==> config.mk <==
export PLATFORM = sky130hd
export DESIGN_NAME = pds_phy_flat
export DESIGN_NICKNAME = d
export VERILOG_FILES = /design/src/design/pds_pkg.sv /design/src/design/pds_if.sv /design/src/design/pds_phy.sv /design/src/flat_wrapper.sv
export SDC_FILE = /design/constraint.sdc
export NUM_CORES = 1
export LEC_CHECK = 0
export ABC_AREA = 1
export BUFFER_PORTS_ARGS = -buffer_cell sky130_fd_sc_hd__buf_2
export CORE_MARGIN = 10
export CORE_UTILIZATION = 57
export CTS_CLUSTER_DIAMETER = 50
export CTS_CLUSTER_SIZE = 24
export DETAILED_ROUTE_END_ITERATION = 10
export PLACE_DENSITY = 0.9
export SYNTH_ARGS = -nofsm -noshare
export SYNTH_HDL_FRONTEND = slang
export SYNTH_SLANG_ARGS = --single-unit
==> constraint.sdc <==
create_clock -name pclk -period 2.6 [get_ports pclk]
set_input_delay 0.52 -clock pclk [delete_from_list [all_inputs] [get_ports pclk]]
set_output_delay 0.52 -clock pclk [all_outputs]
set_load 0.005 [all_outputs]
==> src/design/pds_pkg.sv <==
/*
 * Shared constants and types for the powerline physical layer data service:
 * timer figures, code tables, result codes and the controller register map.
 * Assumes a single 250 MHz clock shared by both ends of the service boundary.
 */
package pds_pkg;
  // --------------------------------------------------------------------
  // time base
  // --------------------------------------------------------------------
  localparam int TICK_US = 10;
  localparam int CLK_MHZ = 250;
  localparam int TICK_CYCLES = TICK_US * CLK_MHZ;
  localparam logic [11:0] TICK_LAST = 12'(TICK_CYCLES - 1);
  localparam int TIME_W = 20;
  localparam logic [19:0] TIME_RESET = 20'h00000;
  // start instants further ahead than this count as already passed
  localparam logic [19:0] LATE_HORIZON = 20'h80000;

  // --------------------------------------------------------------------
  // codes
  // --------------------------------------------------------------------
  localparam logic [2:0] SCHEME_UNUSED_A = 3'h3;
  localparam logic [2:0] SCHEME_UNUSED_B = 3'h7;
  localparam logic [2:0] LEVEL_MAX = 3'h0;
  localparam logic [15:0] LEN_MAX = 16'h0040;
  localparam logic [7:0] RES_SUCCESS = 8'h00;
  localparam logic [7:0] RES_TOO_LATE = 8'h01;
  localparam logic [7:0] RES_BAD_LENGTH = 8'h02;
  localparam logic [7:0] RES_BAD_SCHEME = 8'h03;
  localparam logic [7:0] RES_BAD_LEVEL = 8'h04;
  localparam logic [7:0] RES_OVERRUN = 8'h05;
  localparam logic [7:0] RES_BUSY = 8'h06;
  localparam logic [7:0] RES_FORBIDDEN = 8'h07;

  // --------------------------------------------------------------------
  // controller register map (byte addresses) and fields
  // --------------------------------------------------------------------
  localparam logic [7:0] REG_CTRL = 8'h00;
  localparam logic [7:0] REG_TXCFG = 8'h04;
  localparam logic [7:0] REG_TXTIME = 8'h08;
  localparam logic [7:0] REG_TXDATA = 8'h0c;
  localparam logic [7:0] REG_STATUS = 8'h10;
  localparam logic [7:0] REG_TIMER = 8'h14;
  localparam logic [7:0] REG_RXINFO = 8'h18;
  localparam logic [7:0] REG_RXTIME = 8'h1c;
  localparam logic [7:0] REG_RXDATA = 8'h20;
  localparam int CTRL_SEND = 0;
  localparam int CTRL_QUERY = 1;
  localparam int CTRL_CLEAR = 2;
  localparam int ST_BUSY = 0;
  localparam int ST_DONE = 1;
  localparam int ST_TIMER = 2;
  localparam int ST_RXOK = 3;
  localparam int ST_RXBAD = 4;
  localparam int BUF_DEPTH = 64;
  localparam logic [6:0] BUF_FULL = 7'h40;

  typedef enum logic [2:0] {
    PDS_IDLE = 3'b001,
    PDS_WAIT = 3'b010,
    PDS_SEND = 3'b100
  } pds_tx_state_type;
endpackage : pds_pkg

==> src/design/pds_if.sv <==
/*
 * Service boundary between the physical layer and its controller.
 * Assumes both parties run on the same pclk; no clocking block is used.
 */
`timescale 1ns/1ps
interface pds_if;
  // transmit request and its frame bytes
  logic tx_req;
  logic [15:0] tx_len;
  logic [2:0] tx_level;
  logic [2:0] tx_scheme;
  logic [19:0] tx_time;
  logic tx_byte_valid;
  logic [7:0] tx_byte;
  logic tx_byte_ready;
  // transmit result
  logic tx_done;
  logic [7:0] tx_result;
  // timer query
  logic tmr_query;
  logic tmr_valid;
  logic [19:0] tmr_value;
  // received payload and indication
  logic rx_byte_valid;
  logic [7:0] rx_byte;
  logic rx_ind;
  logic rx_abort;
  logic [15:0] rx_len;
  logic [3:0] rx_level;
  logic [2:0] rx_scheme;
  logic [19:0] rx_time;

  modport phy (
    input tx_req, tx_len, tx_level, tx_scheme, tx_time,
    input tx_byte_valid, tx_byte, tmr_query,
    output tx_byte_ready, tx_done, tx_result, tmr_valid, tmr_value,
    output rx_byte_valid, rx_byte, rx_ind, rx_abort,
    output rx_len, rx_level, rx_scheme, rx_time
  );
  modport mac (
    output tx_req, tx_len, tx_level, tx_scheme, tx_time,
    output tx_byte_valid, tx_byte, tmr_query,
    input tx_byte_ready, tx_done, tx_result, tmr_valid, tmr_value,
    input rx_byte_valid, rx_byte, rx_ind, rx_abort,
    input rx_len, rx_level, rx_scheme, rx_time
  );
endinterface : pds_if

==> src/design/pds_phy.sv <==
/*
 * Physical layer end of the data service: free-running time counter,
 * timed transmit with result codes, receive delivery with preamble stamp.
 * Assumes the modulator and demodulator run on pclk and that the scheduler
 * flags forbidden slots and carrier on same-clock levels.
 */
`timescale 1ns/1ps
module pds_phy (
  // clock and reset
  input wire logic pclk,
  input wire logic presetn,
  // service boundary
  pds_if.phy link,
  // line side transmit
  output logic line_on,
  output logic line_valid,
  output logic [7:0] line_byte,
  output logic [2:0] line_level,
  output logic [2:0] line_scheme,
  // scheduler levels
  input wire logic slot_forbidden,
  input wire logic carrier_busy,
  // demodulator side
  input wire logic dem_preamble,
  input wire logic dem_byte_valid,
  input wire logic [7:0] dem_byte,
  input wire logic dem_end,
  input wire logic dem_ok,
  input wire logic [15:0] dem_len,
  input wire logic [3:0] dem_level,
  input wire logic [2:0] dem_scheme
);
  // --------------------------------------------------------------------
  // state
  // --------------------------------------------------------------------
  typedef struct packed {
    pds_pkg::pds_tx_state_type st;
    logic [11:0] pre;
    logic [19:0] now;
    logic [19:0] start;
    logic [15:0] len;
    logic [15:0] cnt;
    logic [2:0] lvl;
    logic [2:0] sch;
    logic ready;
    logic done;
    logic [7:0] res;
    logic tmr_v;
    logic [19:0] tmr;
    logic [19:0] stamp;
    logic rx_bv;
    logic [7:0] rx_b;
    logic rx_ind;
    logic rx_abort;
    logic [15:0] rx_len;
    logic [3:0] rx_lvl;
    logic [2:0] rx_sch;
    logic [19:0] rx_time;
    logic ln_on;
    logic ln_v;
    logic [7:0] ln_b;
  } pds_phy_type;

  pds_phy_type s_q;
  pds_phy_type s_d;

  // shared by transmit and receive paths
  function automatic logic pds_scheme_ok(input logic [2:0] sch);
    pds_scheme_ok = (sch != pds_pkg::SCHEME_UNUSED_A) &&
                    (sch != pds_pkg::SCHEME_UNUSED_B);
  endfunction : pds_scheme_ok

  // --------------------------------------------------------------------
  // next state
  // --------------------------------------------------------------------
  always_comb begin
    logic [19:0] ahead;
    ahead = 20'h00000;
    s_d = s_q;
    s_d.done = 1'b0;
    s_d.tmr_v = 1'b0;
    s_d.rx_bv = 1'b0;
    s_d.rx_ind = 1'b0;
    s_d.rx_abort = 1'b0;
    s_d.ln_v = 1'b0;

    if (s_q.pre == pds_pkg::TICK_LAST) begin
      s_d.pre = 12'h000;
      s_d.now = s_q.now + 20'h00001;
    end else begin
      s_d.pre = s_q.pre + 12'h001;
    end
    // counter has no stop or load path

    if (link.tmr_query) begin
      s_d.tmr_v = 1'b1;
      s_d.tmr = s_q.now;
    end

    case (s_q.st)
      pds_pkg::PDS_IDLE: begin
        if (link.tx_req) begin
          s_d.len = link.tx_len;
          s_d.lvl = link.tx_level;
          s_d.sch = link.tx_scheme;
          s_d.start = link.tx_time;
          s_d.cnt = 16'h0000;
          ahead = link.tx_time - s_q.now;
          s_d.done = 1'b1;
          if (link.tx_len == 16'h0000 || link.tx_len > pds_pkg::LEN_MAX) begin
            s_d.res = pds_pkg::RES_BAD_LENGTH;
          end else if (!pds_scheme_ok(link.tx_scheme)) begin
            s_d.res = pds_pkg::RES_BAD_SCHEME;
          end else if (ahead > pds_pkg::LATE_HORIZON) begin
            s_d.res = pds_pkg::RES_TOO_LATE;
          end else begin
            s_d.done = 1'b0;
            s_d.st = pds_pkg::PDS_WAIT;
          end
        end
      end
      pds_pkg::PDS_WAIT: begin
        if (s_q.now == s_q.start) begin
          if (slot_forbidden) begin
            s_d.done = 1'b1;
            s_d.res = pds_pkg::RES_FORBIDDEN;
            s_d.st = pds_pkg::PDS_IDLE;
          end else if (carrier_busy) begin
            s_d.done = 1'b1;
            s_d.res = pds_pkg::RES_BUSY;
            s_d.st = pds_pkg::PDS_IDLE;
          end else begin
            s_d.ready = 1'b1;
            s_d.ln_on = 1'b1;
            s_d.st = pds_pkg::PDS_SEND;
          end
        end
      end
      pds_pkg::PDS_SEND: begin
        if (slot_forbidden) begin
          s_d.res = pds_pkg::RES_FORBIDDEN;
          s_d.done = 1'b1;
        end else if (!link.tx_byte_valid) begin
          // frame bytes must keep pace with the line
          s_d.res = pds_pkg::RES_OVERRUN;
          s_d.done = 1'b1;
        end else begin
          // bytes pass as aligned octets, pad bits included
          s_d.ln_v = 1'b1;
          s_d.ln_b = link.tx_byte;
          s_d.cnt = s_q.cnt + 16'h0001;
          if (s_q.cnt + 16'h0001 == s_q.len) begin
            s_d.res = pds_pkg::RES_SUCCESS;
            s_d.done = 1'b1;
          end
        end
        if (s_d.done) begin
          s_d.ready = 1'b0;
          s_d.ln_on = 1'b0;
          s_d.st = pds_pkg::PDS_IDLE;
        end
      end
      default: begin
        s_d.st = pds_pkg::PDS_IDLE;
        s_d.ready = 1'b0;
        s_d.ln_on = 1'b0;
      end
    endcase

    if (dem_preamble) begin
      s_d.stamp = s_q.now;
    end
    // payload forwarded as it arrives, indication marks it valid
    if (dem_byte_valid) begin
      s_d.rx_bv = 1'b1;
      s_d.rx_b = dem_byte;
    end
    if (dem_end) begin
      // bad scheme means not a valid frame
      if (dem_ok && pds_scheme_ok(dem_scheme)) begin
        s_d.rx_ind = 1'b1;
        s_d.rx_len = dem_len;
        // level code passed as four bits
        s_d.rx_lvl = dem_level;
        s_d.rx_sch = dem_scheme;
        s_d.rx_time = s_q.stamp;
      end else begin
        s_d.rx_abort = 1'b1;
      end
    end
  end

  // --------------------------------------------------------------------
  // registers
  // --------------------------------------------------------------------
  always_ff @(posedge pclk or negedge presetn) begin
    if (!presetn) begin
      s_q <= '0;
      s_q.st <= pds_pkg::PDS_IDLE;
      s_q.now <= pds_pkg::TIME_RESET;
      s_q.lvl <= pds_pkg::LEVEL_MAX;
      s_q.res <= pds_pkg::RES_SUCCESS;
    end else begin
      s_q <= s_d;
    end
  end

  // outputs straight from the state register
  assign link.tx_byte_ready = s_q.ready;
  assign link.tx_done = s_q.done;
  assign link.tx_result = s_q.res;
  assign link.tmr_valid = s_q.tmr_v;
  assign link.tmr_value = s_q.tmr;
  assign link.rx_byte_valid = s_q.rx_bv;
  assign link.rx_byte = s_q.rx_b;
  assign link.rx_ind = s_q.rx_ind;
  assign link.rx_abort = s_q.rx_abort;
  assign link.rx_len = s_q.rx_len;
  assign link.rx_level = s_q.rx_lvl;
  assign link.rx_scheme = s_q.rx_sch;
  assign link.rx_time = s_q.rx_time;
  assign line_on = s_q.ln_on;
  assign line_valid = s_q.ln_v;
  assign line_byte = s_q.ln_b;
  assign line_level = s_q.lvl;
  assign line_scheme = s_q.sch;
endmodule : pds_phy

==> src/flat_wrapper.sv <==
// flat-port wrapper written by rule: the top's interface ports become plain ports
module pds_phy_flat 
  (pclk, presetn, line_on, line_valid, line_byte, line_level, line_scheme, slot_forbidden, carrier_busy, dem_preamble, dem_byte_valid, dem_byte, dem_end, dem_ok, dem_len, dem_level, dem_scheme, link_tx_req, link_tx_len, link_tx_level, link_tx_scheme, link_tx_time, link_tx_byte_valid, link_tx_byte, link_tmr_query, link_tx_byte_ready, link_tx_done, link_tx_result, link_tmr_valid, link_tmr_value, link_rx_byte_valid, link_rx_byte, link_rx_ind, link_rx_abort, link_rx_len, link_rx_level, link_rx_scheme, link_rx_time);
  pds_if link_i ();
  input wire logic pclk;
  input wire logic presetn;
  output logic line_on;
  output logic line_valid;
  output logic [7:0] line_byte;
  output logic [2:0] line_level;
  output logic [2:0] line_scheme;
  input wire logic slot_forbidden;
  input wire logic carrier_busy;
  input wire logic dem_preamble;
  input wire logic dem_byte_valid;
  input wire logic [7:0] dem_byte;
  input wire logic dem_end;
  input wire logic dem_ok;
  input wire logic [15:0] dem_len;
  input wire logic [3:0] dem_level;
  input wire logic [2:0] dem_scheme;
  input wire logic [$bits(link_i.tx_req)-1:0] link_tx_req;
  input wire logic [$bits(link_i.tx_len)-1:0] link_tx_len;
  input wire logic [$bits(link_i.tx_level)-1:0] link_tx_level;
  input wire logic [$bits(link_i.tx_scheme)-1:0] link_tx_scheme;
  input wire logic [$bits(link_i.tx_time)-1:0] link_tx_time;
  input wire logic [$bits(link_i.tx_byte_valid)-1:0] link_tx_byte_valid;
  input wire logic [$bits(link_i.tx_byte)-1:0] link_tx_byte;
  input wire logic [$bits(link_i.tmr_query)-1:0] link_tmr_query;
  output wire logic [$bits(link_i.tx_byte_ready)-1:0] link_tx_byte_ready;
  output wire logic [$bits(link_i.tx_done)-1:0] link_tx_done;
  output wire logic [$bits(link_i.tx_result)-1:0] link_tx_result;
  output wire logic [$bits(link_i.tmr_valid)-1:0] link_tmr_valid;
  output wire logic [$bits(link_i.tmr_value)-1:0] link_tmr_value;
  output wire logic [$bits(link_i.rx_byte_valid)-1:0] link_rx_byte_valid;
  output wire logic [$bits(link_i.rx_byte)-1:0] link_rx_byte;
  output wire logic [$bits(link_i.rx_ind)-1:0] link_rx_ind;
  output wire logic [$bits(link_i.rx_abort)-1:0] link_rx_abort;
  output wire logic [$bits(link_i.rx_len)-1:0] link_rx_len;
  output wire logic [$bits(link_i.rx_level)-1:0] link_rx_level;
  output wire logic [$bits(link_i.rx_scheme)-1:0] link_rx_scheme;
  output wire logic [$bits(link_i.rx_time)-1:0] link_rx_time;
  assign link_i.tx_req = link_tx_req;
  assign link_i.tx_len = link_tx_len;
  assign link_i.tx_level = link_tx_level;
  assign link_i.tx_scheme = link_tx_scheme;
  assign link_i.tx_time = link_tx_time;
  assign link_i.tx_byte_valid = link_tx_byte_valid;
  assign link_i.tx_byte = link_tx_byte;
  assign link_i.tmr_query = link_tmr_query;
  assign link_tx_byte_ready = link_i.tx_byte_ready;
  assign link_tx_done = link_i.tx_done;
  assign link_tx_result = link_i.tx_result;
  assign link_tmr_valid = link_i.tmr_valid;
  assign link_tmr_value = link_i.tmr_value;
  assign link_rx_byte_valid = link_i.rx_byte_valid;
  assign link_rx_byte = link_i.rx_byte;
  assign link_rx_ind = link_i.rx_ind;
  assign link_rx_abort = link_i.rx_abort;
  assign link_rx_len = link_i.rx_len;
  assign link_rx_level = link_i.rx_level;
  assign link_rx_scheme = link_i.rx_scheme;
  assign link_rx_time = link_i.rx_time;
  pds_phy u_core (.pclk(pclk), .presetn(presetn), .link(link_i), .line_on(line_on), .line_valid(line_valid), .line_byte(line_byte), .line_level(line_level), .line_scheme(line_scheme), .slot_forbidden(slot_forbidden), .carrier_busy(carrier_busy), .dem_preamble(dem_preamble), .dem_byte_valid(dem_byte_valid), .dem_byte(dem_byte), .dem_end(dem_end), .dem_ok(dem_ok), .dem_len(dem_len), .dem_level(dem_level), .dem_scheme(dem_scheme));
endmodule
# Word-level counts from Yosys, hierarchy flattened
# Index checks and enable logic that the tools add are counted.
# W data, S select, Z words.
# word_totals
ff_bits,208
input_bits,92
output_inout_bits,101
# classes
add_sub_neg,4
order_cmp,2
n_eq_ne,23
muxes,44
bitwise_logic,2
n_reduce_logical,14
# ops
operator,count
$mux W9,11
$mux W45,1
$mux W43,1
$mux W16,2
$pmux W16 S2,1
$pmux W9 S3,1
$mux W3,8
$mux W8,3
$mux W22,1
$mux W21,1
$add A20 B1 Y20 const B,1
$eq A20 B20 Y1,1
$gt A20 B20 Y1 const B,1
$sub A20 B20 Y20,1
$add A16 B1 Y16 const B,1
$eq A16 B16 Y1,1
$gt A16 B7 Y1 const B,1
$logic_not A16 Y1,1
$ne A2 B2 Y1 const B,8
$add A12 B1 Y12 const B,1
$eq A12 B12 Y1 const B,1
$mux W12,1
$reduce_and A6 Y1,2
$mux W10,1
19 further kinds,37

# Depth between registers and ports, before layout
# Gate-level depths: netlist (run 1).
# depth
word_depth,8
mapped_depth,21

# Worst setup path before layout (run 1)
# OpenSTA, ideal clock, no wires.
# synth_path
path_kind,in2reg
from,input port link_tx_time[0]
to,"register u_core.s_q, in the netlist u_core.link.tx_result[1]"
arrival_time_ns,2.304
setup_slack_ns,0.230
path_stages,20
path_buffers,0
path_cell_list,inv_1 > ha_1 > fa_1 > inv_1 > nand2_1 > nand2_1 > nand3_1 > nand2_1 > nand2_1 > nand2_1 > nand2_1 > nand2_1 > nand3_1 > nor2_1 > nand3_1 > nand2_1 > nand3_1 > nand2_2 > nand2_1 > nand2_1
# synth_between
elab_chain_cells,4
# synth_rtl
item,line,text
"start, declared",flat_wrapper.sv:26,input wire logic [$bits(link_i.tx_time)-1:0] link_tx_time;
$sub A20 B20 Y20,pds_phy.sv:108,ahead = link.tx_time - s_q.now;
$gt A20 B20 Y1,pds_phy.sv:114,end else if (ahead > pds_pkg::LATE_HORIZON) begin
$ne A4 B3 Y1 (no line),--,
$reduce_and A6 Y1 (no line),--,
"end, declared",pds_phy.sv:64,pds_phy_type s_q;
# Every way passes these cells.
# A chain may end at the register's enable or synchronous reset.

# Worst setup path after layout (run 1)
# layout_path
from,register u_core.s_q[173] (netlist name)
to,"register u_core.s_q, in the netlist u_core.link.tx_result[1]"
# layout_between
elab_chain_cells,4
word_cells_on_any_way,6
# layout_rtl
item,line
$sub A20 B20 Y20,pds_phy.sv:108
$gt A20 B20 Y1,pds_phy.sv:114
$ne A4 B3 Y1 (no line),--
$reduce_and A6 Y1 (no line) (*),--
# Every way passes the cells marked *; elsewhere a longest branch is shown, timed or not.

==> summary.md, run 1 <==
| Metric | Value |
|---|---|
| Mapped cell area | `11000 µm²` |
| Max-slew violation count | `0` |
| Share of cells above drive strength 1 | `0.223` |
| Endpoint class of the critical path | `flip-flop` |
| Post-DR vias/cell | `5.24` |
| 1st-iter DRT viols | `945` |
| Syn avg cell area | `7.82 µm²` |
| VDD IR-drop max | `0.000414 V` |
| Worst path cell trace | `ha_2, fa_2, inv_1, nand2_1, nand2_2, nand3_1, nand2_2, nand2_1, nand2_1, nand2_1, nand2_1, nand3_1, nor2_1, nand3_1, nand2_1, nand3_2, nand2_2, nand2_1, nand2_1` |
| First-pass GRT wire length | `47000 µm` |
| Cell area after layout | `12700 µm²` |
| Root Buffer | `clkbuf_16` |
| Slew of the pin with the lowest slew margin | `741 ps` |
| CP required | `3050 ps` |
| Clock Pin Slew Worst Setup and Hold Paths | `80 ps` |
| Total negative slack | `0 ps` |
| Synth area leader | `dfrtp_1` |
| Critical Path Source Type | `flip-flop` |
| Ant. Diodes | `0` |
| Port Buffer Count | `187` |
| Placement-stage cell area | `11900 µm²` |
| Core area | `18900 µm²` |
| Yosys reg bits | `203` |
| Headroom to the max-slew limit | `0.506` |
| Syn. warnings | `0` |
| IO Count | `193` |
| Die W | `159 µm` |
| Setup violations, final | `0` |
| Post-DP HPWL | `21400 µm` |
| Via count | `9560` |
| Crit path time final | `2480 ps` |
| Layout Nets | `1664` |
| RePlAce Congestion | `0.957` |
| Clock sinks | `203` |
| CP max FO | `4` |
| Hold Violations, Final | `0` |
| Die Y | `159 µm` |
| MaxCap Viol Count | `0` |
| FMAX | `403 MHz` |
| Netlist cell types | `43` |
| Hold buffers post-CTS | `0` |
| Synth async-reset ratio | `1.00` |
| Flop-to-flop setup slack | `120 ps` |
| Synth area leaders | `dfrtp_1, nand2_1, buf_4, inv_1, o21ai_0` |
| Clock buffer count from CTS | `21` |
| Post-synth EDFFs | `0` |
| Worst slack, placed | `-171 ps` |
| Layout Area Growth over Synthesis | `15.6%` |
| Most frequent cells after synthesis | `nand2_1, dfrtp_1, inv_1` |
| Die area | `25300 µm²` |
| Initial Util | `0.583` |
| Crit Path Category | `flip-flop to flip-flop` |
| GRT Util Overall | `0.220` |
| Status | `completed` |
| Row count | `50` |
| Pwr dens | `570 nW/µm²` |
| Unrepaired setup endpoints after global routing | `true` |
| Slowest cell on the critical path | `dfrtp_1` |
| DR DRC count | `0` |
| Initial antenna violation count | `0` |
| Post-route clock skew | `19.0 ps` |
| Fill count | `1473` |
| Seq/Total Area, Yosys | `0.461` |
| WL final | `29100 µm` |
| Crit path DAT | `2930 ps` |
| Setup ws final | `121 ps` |
| Clock Tree Buf Depth | `3` |
| Worst hold margin | `18.9 ps` |
| Synth top area share | `0.459` |
| Vias in the first global route | `9366` |
| Ys flop type | `dfrtp_1` |
| DR WL/cell | `16.0 µm` |
| Clk_lat worst skew | `510 ps` |
| Worst path max stage delay | `420 ps` |
| GRT overflow | `0` |
| Routed Antenna Nets | `0` |
| Leakage | `0.00674 µW` |
| Synthesized instance count | `1409` |
| Hold Path Class | `input port to async pin` |
| Largest net degree at the start of global routing | `70` |
| Most used cell, CP | `nand2_1` |
| CTS HTree Levels | `1` |
| Fin crit share | `0.953` |
| Most numerous cell in the Yosys netlist | `nand2_1` |
| CTS tree | `built` |
| Drt pass-1 iters | `6` |
final timing paths:
path,cells past startpoint,to,start
hold / removal,1,u_core.s_q[159],presetn
hold reg to reg,2,u_core.line_byte[2],u_core.line_byte[2]
min in group pclk,3,u_core.link.rx_len[9],dem_len[9]
setup reg to reg,19,u_core.link.tx_result[1],u_core.s_q[173]
max in group asynchronous,2,u_core.s_q[205],presetn
setup / recovery,19,u_core.link.tx_result[1],u_core.s_q[173]
timing repair:
| item | CTS | global route |
|---|---|---|
| gates resized for setup | 0 | 29 |
| setup buffers | 0 | 3 |
| endpoints found under the setup margin | 0 | 9 |
flip-flops by register name, indices dropped and copies added (netlist names):
signal,cells
u_core.s_q,107
u_core.link.rx_time,20
u_core.link.tmr_value,20
u_core.link.rx_len,16
u_core.line_byte,8
u_core.link.rx_byte,8
u_core.link.rx_level,4
u_core.line_level,3
u_core.line_scheme,3
u_core.link.rx_scheme,3
u_core.link.tx_result,3
u_core.line_on,1
u_core.line_valid,1
u_core.link.rx_abort,1
u_core.link.rx_byte_valid,1
u_core.link.rx_ind,1
u_core.link.tmr_valid,1
u_core.link.tx_byte_ready,1
u_core.link.tx_done,1
report_power, final:
part / switching, µW / internal [µW]
registers: 88.1 / 3310
clock network: 1390 / 1650
logic: 487 / 334
cell families after synthesis:
family	count (synthesis)	share of synthesized area
AND/OR/NAND/NOR	704	0.272
flip-flops	203	0.461
other	1	0.000340
XOR/XNOR	44	0.0356
AO/OA/AOI/OAI	130	0.0624
buffers and inverters	296	0.133
multiplexers	8	0.00817
adder cells (fa/ha/maj)	23	0.0268
area by class of cell:
class / count / area, µm² / share of cell area
flip-flops and latches: 203 / 5080 / 0.399
multi-input cells: 914 / 4640 / 0.364
repair buffers: 238 / 1350 / 0.106
inverters: 171 / 642 / 0.0504
clock buffers: 26 / 574 / 0.0451
well taps: 260 / 325 / 0.0255
clock inverters: 11 / 129 / 0.0101
cell usage in the layout (no fill, tap or decap), drive strengths merged, types with 5 or more instances in the layout:
cell type / synthesis / layout
xnor2: 13 / 13
xor2: 31 / 31
or2: 6 / 6
nor4: 5 / 5
clkbuf: 24 / 27
buf: 101 / 237
nand4: 19 / 19
o21ai: 71 / 71
nor2: 104 / 104
a21oi: 38 / 38
o22ai: 14 / 14
mux2: 8 / 8
inv: 171 / 179
nand3: 58 / 58
ha: 22 / 22
nand2: 480 / 480
nor3: 21 / 21
dfrtp: 202 / 202
conb: 1 / 5
nand3b: 6 / 6
routing by layer:
| layer | wire [µm] | share of wire | up-vias | track usage |
|---|---|---|---|---|
| li1 | - | - | 4591 | - |
| met1 | 12500 | 0.43 | 4456 | 0.291 |
| met2 | 13300 | 0.46 | 430 | 0.353 |
| met3 | 2370 | 0.082 | 83 | 0.0436 |
| met4 | 891 | 0.031 | 0 | 0.0729 |
| met5 | 0 | 0 | - | 0 |
critical path: cells and delay by family (launching register included):
| kind | cells | cell delay (ps) |
|---|---|---|
| flip-flops | 1 | 420 |
| adder cells (fa/ha/maj) | 2 | 550 |
| AND/OR/NAND/NOR | 16 | 1370 |
| buffers and inverters | 1 | 80 |
through the flow:
stage / std cells / power [µW] / util
global route: 1823 / 7600 / 0.675
CTS: 1820 / 7300 / 0.666
finish: 1823 / 7270 / 0.675
detailed placement: 1783 / 4250 / 0.628
global placement: 1783 / 4220 / 0.628
floorplan: 1413 / 4000 / -
Note: power is estimated with default switching activity, not from simulation.
==> inputs of run 2 (changes only) <==
--- a/config.mk
+++ b/config.mk
@@ -8,11 +8,13 @@
 export ABC_AREA = 1
 export BUFFER_PORTS_ARGS = -buffer_cell sky130_fd_sc_hd__buf_2
 export CORE_MARGIN = 10
-export CORE_UTILIZATION = 57
+export CORE_UTILIZATION = 58
+export CTS_BUF_LIST = sky130_fd_sc_hd__clkbuf_8
 export CTS_CLUSTER_DIAMETER = 50
 export CTS_CLUSTER_SIZE = 24
 export DETAILED_ROUTE_END_ITERATION = 10
-export PLACE_DENSITY = 0.9
+export PLACE_DENSITY = 0.91
 export SYNTH_ARGS = -nofsm -noshare
 export SYNTH_HDL_FRONTEND = slang
 export SYNTH_SLANG_ARGS = --single-unit
+export TNS_END_PERCENT = 50
==> summary.md, run 2 (synthesis results as in run 1) <==
| Metric | Value |
|---|---|
| Status | `completed` |
| Worst r2r src | `u_core.s_q[122]` |
| Port Buffer Count | `187 (unchanged)` |
| Clock Tree Buf Depth | `3 (unchanged)` |
| Initial Util | `0.589 (+0.00585)` |
| Gr busiest metal | `met2` |
| Die W | `158 µm (-0.76%)` |
| CP required | `3040 ps (about the same)` |
| Total power draw | `6400 µW (-12%)` |
| Fill count | `1476 (+0.20%)` |
| CTS HTree Levels | `1 (unchanged)` |
| Placed insts | `1759 (-1.3%)` |
| Max-slew violation count | `0 (unchanged)` |
| Clock buffer count from CTS | `20 (-4.8%)` |
| 1st-iter DRT viols | `950 (+0.53%)` |
| WL final | `28100 µm (-3.3%)` |
| Hold Violations, Final | `0 (unchanged)` |
| R2R depth | `17 (-2)` |
| Crit path time final | `2500 ps (+24.9 ps)` |
| DR DRC count | `0 (unchanged)` |
| Cell area after layout | `12500 µm² (-2.2%)` |
| Critical Path Source Type | `flip-flop` |
| Most common cell after layout, fill and taps aside | `nand2_1` |
| Critical path buffers and inverters | `1 (unchanged)` |
| Crit Path Category | `flip-flop to flip-flop` |
| Vias in the first global route | `9133 (-2.5%)` |
| Post-DP HPWL | `21500 µm (+0.81%)` |
| Setup ws final | `96.4 ps (-24.9 ps)` |
| Cell family with most CP delay | `simple AND/OR/NAND/NOR gates` |
| Clk_lat worst skew | `540 ps (+30 ps)` |
| Flop-to-flop setup slack | `100 ps (-20 ps)` |
| Leakage | `0.00664 µW (-1.5%)` |
| GR Layer Usage met3 | `0.0309 (-0.0127)` |
| Headroom to the max-slew limit | `0.192 (-0.315)` |
| Util after Layout | `0.666 (-0.00855)` |
| Drt pass-1 iters | `5 (-1)` |
| FMAX | `399 MHz (-0.99%)` |
| Hold Path Class | `input port to flip-flop` |
| RR Endpoint | `u_core.link.tx_byte_ready` |
| Hold_sp | `dem_len[15]` |
| GR Util met2 | `0.356 (+0.00322)` |
| Max reg flops | `107 (unchanged)` |
| Biggest register | `u_core.s_q` |
| Post-route clock skew | `15.9 ps (-3.07 ps)` |
| GRT Util Overall | `0.217 (-0.00296)` |
| Hold Path Sink | `u_core.link.rx_len[15]` |
| RePlAce Congestion | `0.946 (-1.1%)` |
| GRT overflow | `0 (unchanged)` |
| Most used cell, CP | `nand2_1` |
| Pwr dens | `513 nW/µm² (-9.9%)` |
| Worst slack, placed | `-142 ps (+28.8 ps)` |
| IO Count | `193 (unchanged)` |
| DR WL/cell | `15.6 µm (-2.0%)` |
| Share of cells above drive strength 1 | `0.224 (+0.000993)` |
| Row count | `50 (unchanged)` |
| VDD IR-drop max | `0.000361 V (-13%)` |
| Via count | `9467 (-0.97%)` |
| Largest net degree at the start of global routing | `64 (-8.6%)` |
| Slew of the pin with the lowest slew margin | `1210 ps (+471 ps)` |
| Root Buffer | `clkbuf_8` |
| Clock sinks | `203 (unchanged)` |
| Storage cell area | `5080 µm² (about the same)` |
| Die area | `24900 µm² (-1.5%)` |
| Die Y | `158 µm (-0.76%)` |
| Fin crit share | `0.963 (+0.00957)` |
| Met1 GRT Util | `0.292 (about the same)` |
| MaxCap Viol Count | `0 (unchanged)` |
| Crit path DAT | `2940 ps (about the same)` |
| Layout Area Growth over Synthesis | `13.0%` |
| Post-DR vias/cell | `5.26 (+0.29%)` |
| First-pass GRT wire length | `44300 µm (-5.8%)` |
| Endpoint class of the critical path | `flip-flop` |
| Routed Antenna Nets | `0 (unchanged)` |
| Most frequent cells in the layout | `nand2_1, dfrtp_1, buf_2, inv_1, nor2_1` |
| Worst path cell trace | `ha_2, nand2_1, nor2_4, buf_4, nand4_1, nand3b_1, nand2_1, nor2_1, nand2_1, nor2_1, nand2_1, nand2_2, nand2_2, nor2_2, nand2_1, nand2_1, nand2_1` |
| Core area | `18700 µm² (-0.99%)` |
| Fin cells | `1800 (-1.3%)` |
| Layout Nets | `1667 (+0.18%)` |
| Worst Hold Depth | `3` |
| Placement-stage cell area | `11900 µm² (-0.15%)` |
| Multi-input logic area | `4600 µm² (-0.73%)` |
| Initial antenna violation count | `0 (unchanged)` |
| CTS tree | `built` |
| CP max FO | `7 (+3)` |
| Worst path max stage delay | `430 ps (about the same)` |
| Clock Pin Slew Worst Setup and Hold Paths | `110 ps (+30 ps)` |
| Slowest cell on the critical path | `dfrtp_1` |
| Setup violations, final | `0 (unchanged)` |
run 2: cell types whose count changed in the layout (fill, tap and decap cells not counted), moves of 4 or more:
cell       delta
ha_4          -5
clkbuf_8     +18
clkbuf_16    -21
nand3_1       -4
nand3_2       +4
run 2: per-layer routing:
layer  part of all wire  vias to the layer above  routed length [µm]
met5                  0                        -                   0
met4              0.023                        0                 650
met3              0.081                       51                2290
met2               0.46                      389               12800
met1               0.44                     4430               12400
li1                   -                     4597                   -
run 2: cell type report:
class	instances	area share
antenna	1	0.000201
clock buffer	21	0.0232
clock inverter	14	0.0129
inverter	171	0.0515
multi-input combinational	914	0.370
sequential	203	0.408
tap	234	0.0235
timing repair buffer	242	0.111
run 2: stage by stage:
step	hold WS (ps)	TNS, ps
2_1_floorplan	224	0
4_1_cts	148	0
5_1_grt	161	-78.0
3_3_place_gp	449	-340
6_report	170	0
3_5_place_dp	453	-718
run 2: timing repair:
item                                    4_1_cts  5_1_grt
endpoints found under the setup margin        0        8
setup buffers                                 0        4
hold buffers                                  1        0
gates resized for setup                       0       26
hold endpoints to repair                     55        0
run 2: power breakdown:
part	internal (µW)	leakage, µW	total (µW)	switching, µW
logic	328	0.00378	810	482
registers	3310	0.00264	3400	89.8
clock network	935	0.000222	2190	1250
total	4570	0.00664	6400	1820
run 2: worst reg2reg max path: stages, from the launching register on:
cell	delay (ps)
dfrtp_1	430
ha_2	240
nand2_1	130
nor2_4	240
buf_4	150
nand4_1	130
nand3b_1	120
nand2_1	60
nor2_1	90
nand2_1	70
nor2_1	100
nand2_1	100
nand2_2	120
nand2_2	100
nor2_2	110
nand2_1	80
nand2_1	60
nand2_1	50
run 2: worst max path at each step:
stage | start | end | depth (start not counted)
2_1_floorplan | link_tx_time[0] | u_core.link.tx_result[1] | 20
3_5_place_dp | link_tx_time[0] | u_core.link.tx_result[0] | 21
6_report | u_core.s_q[122] | u_core.link.tx_byte_ready | 17
3_3_place_gp | link_tx_time[0] | u_core.link.tx_result[0] | 21
4_1_cts | u_core.s_q[173] | u_core.link.tx_result[0] | 19
5_1_grt | u_core.s_q[173] | u_core.link.tx_result[1] | 19
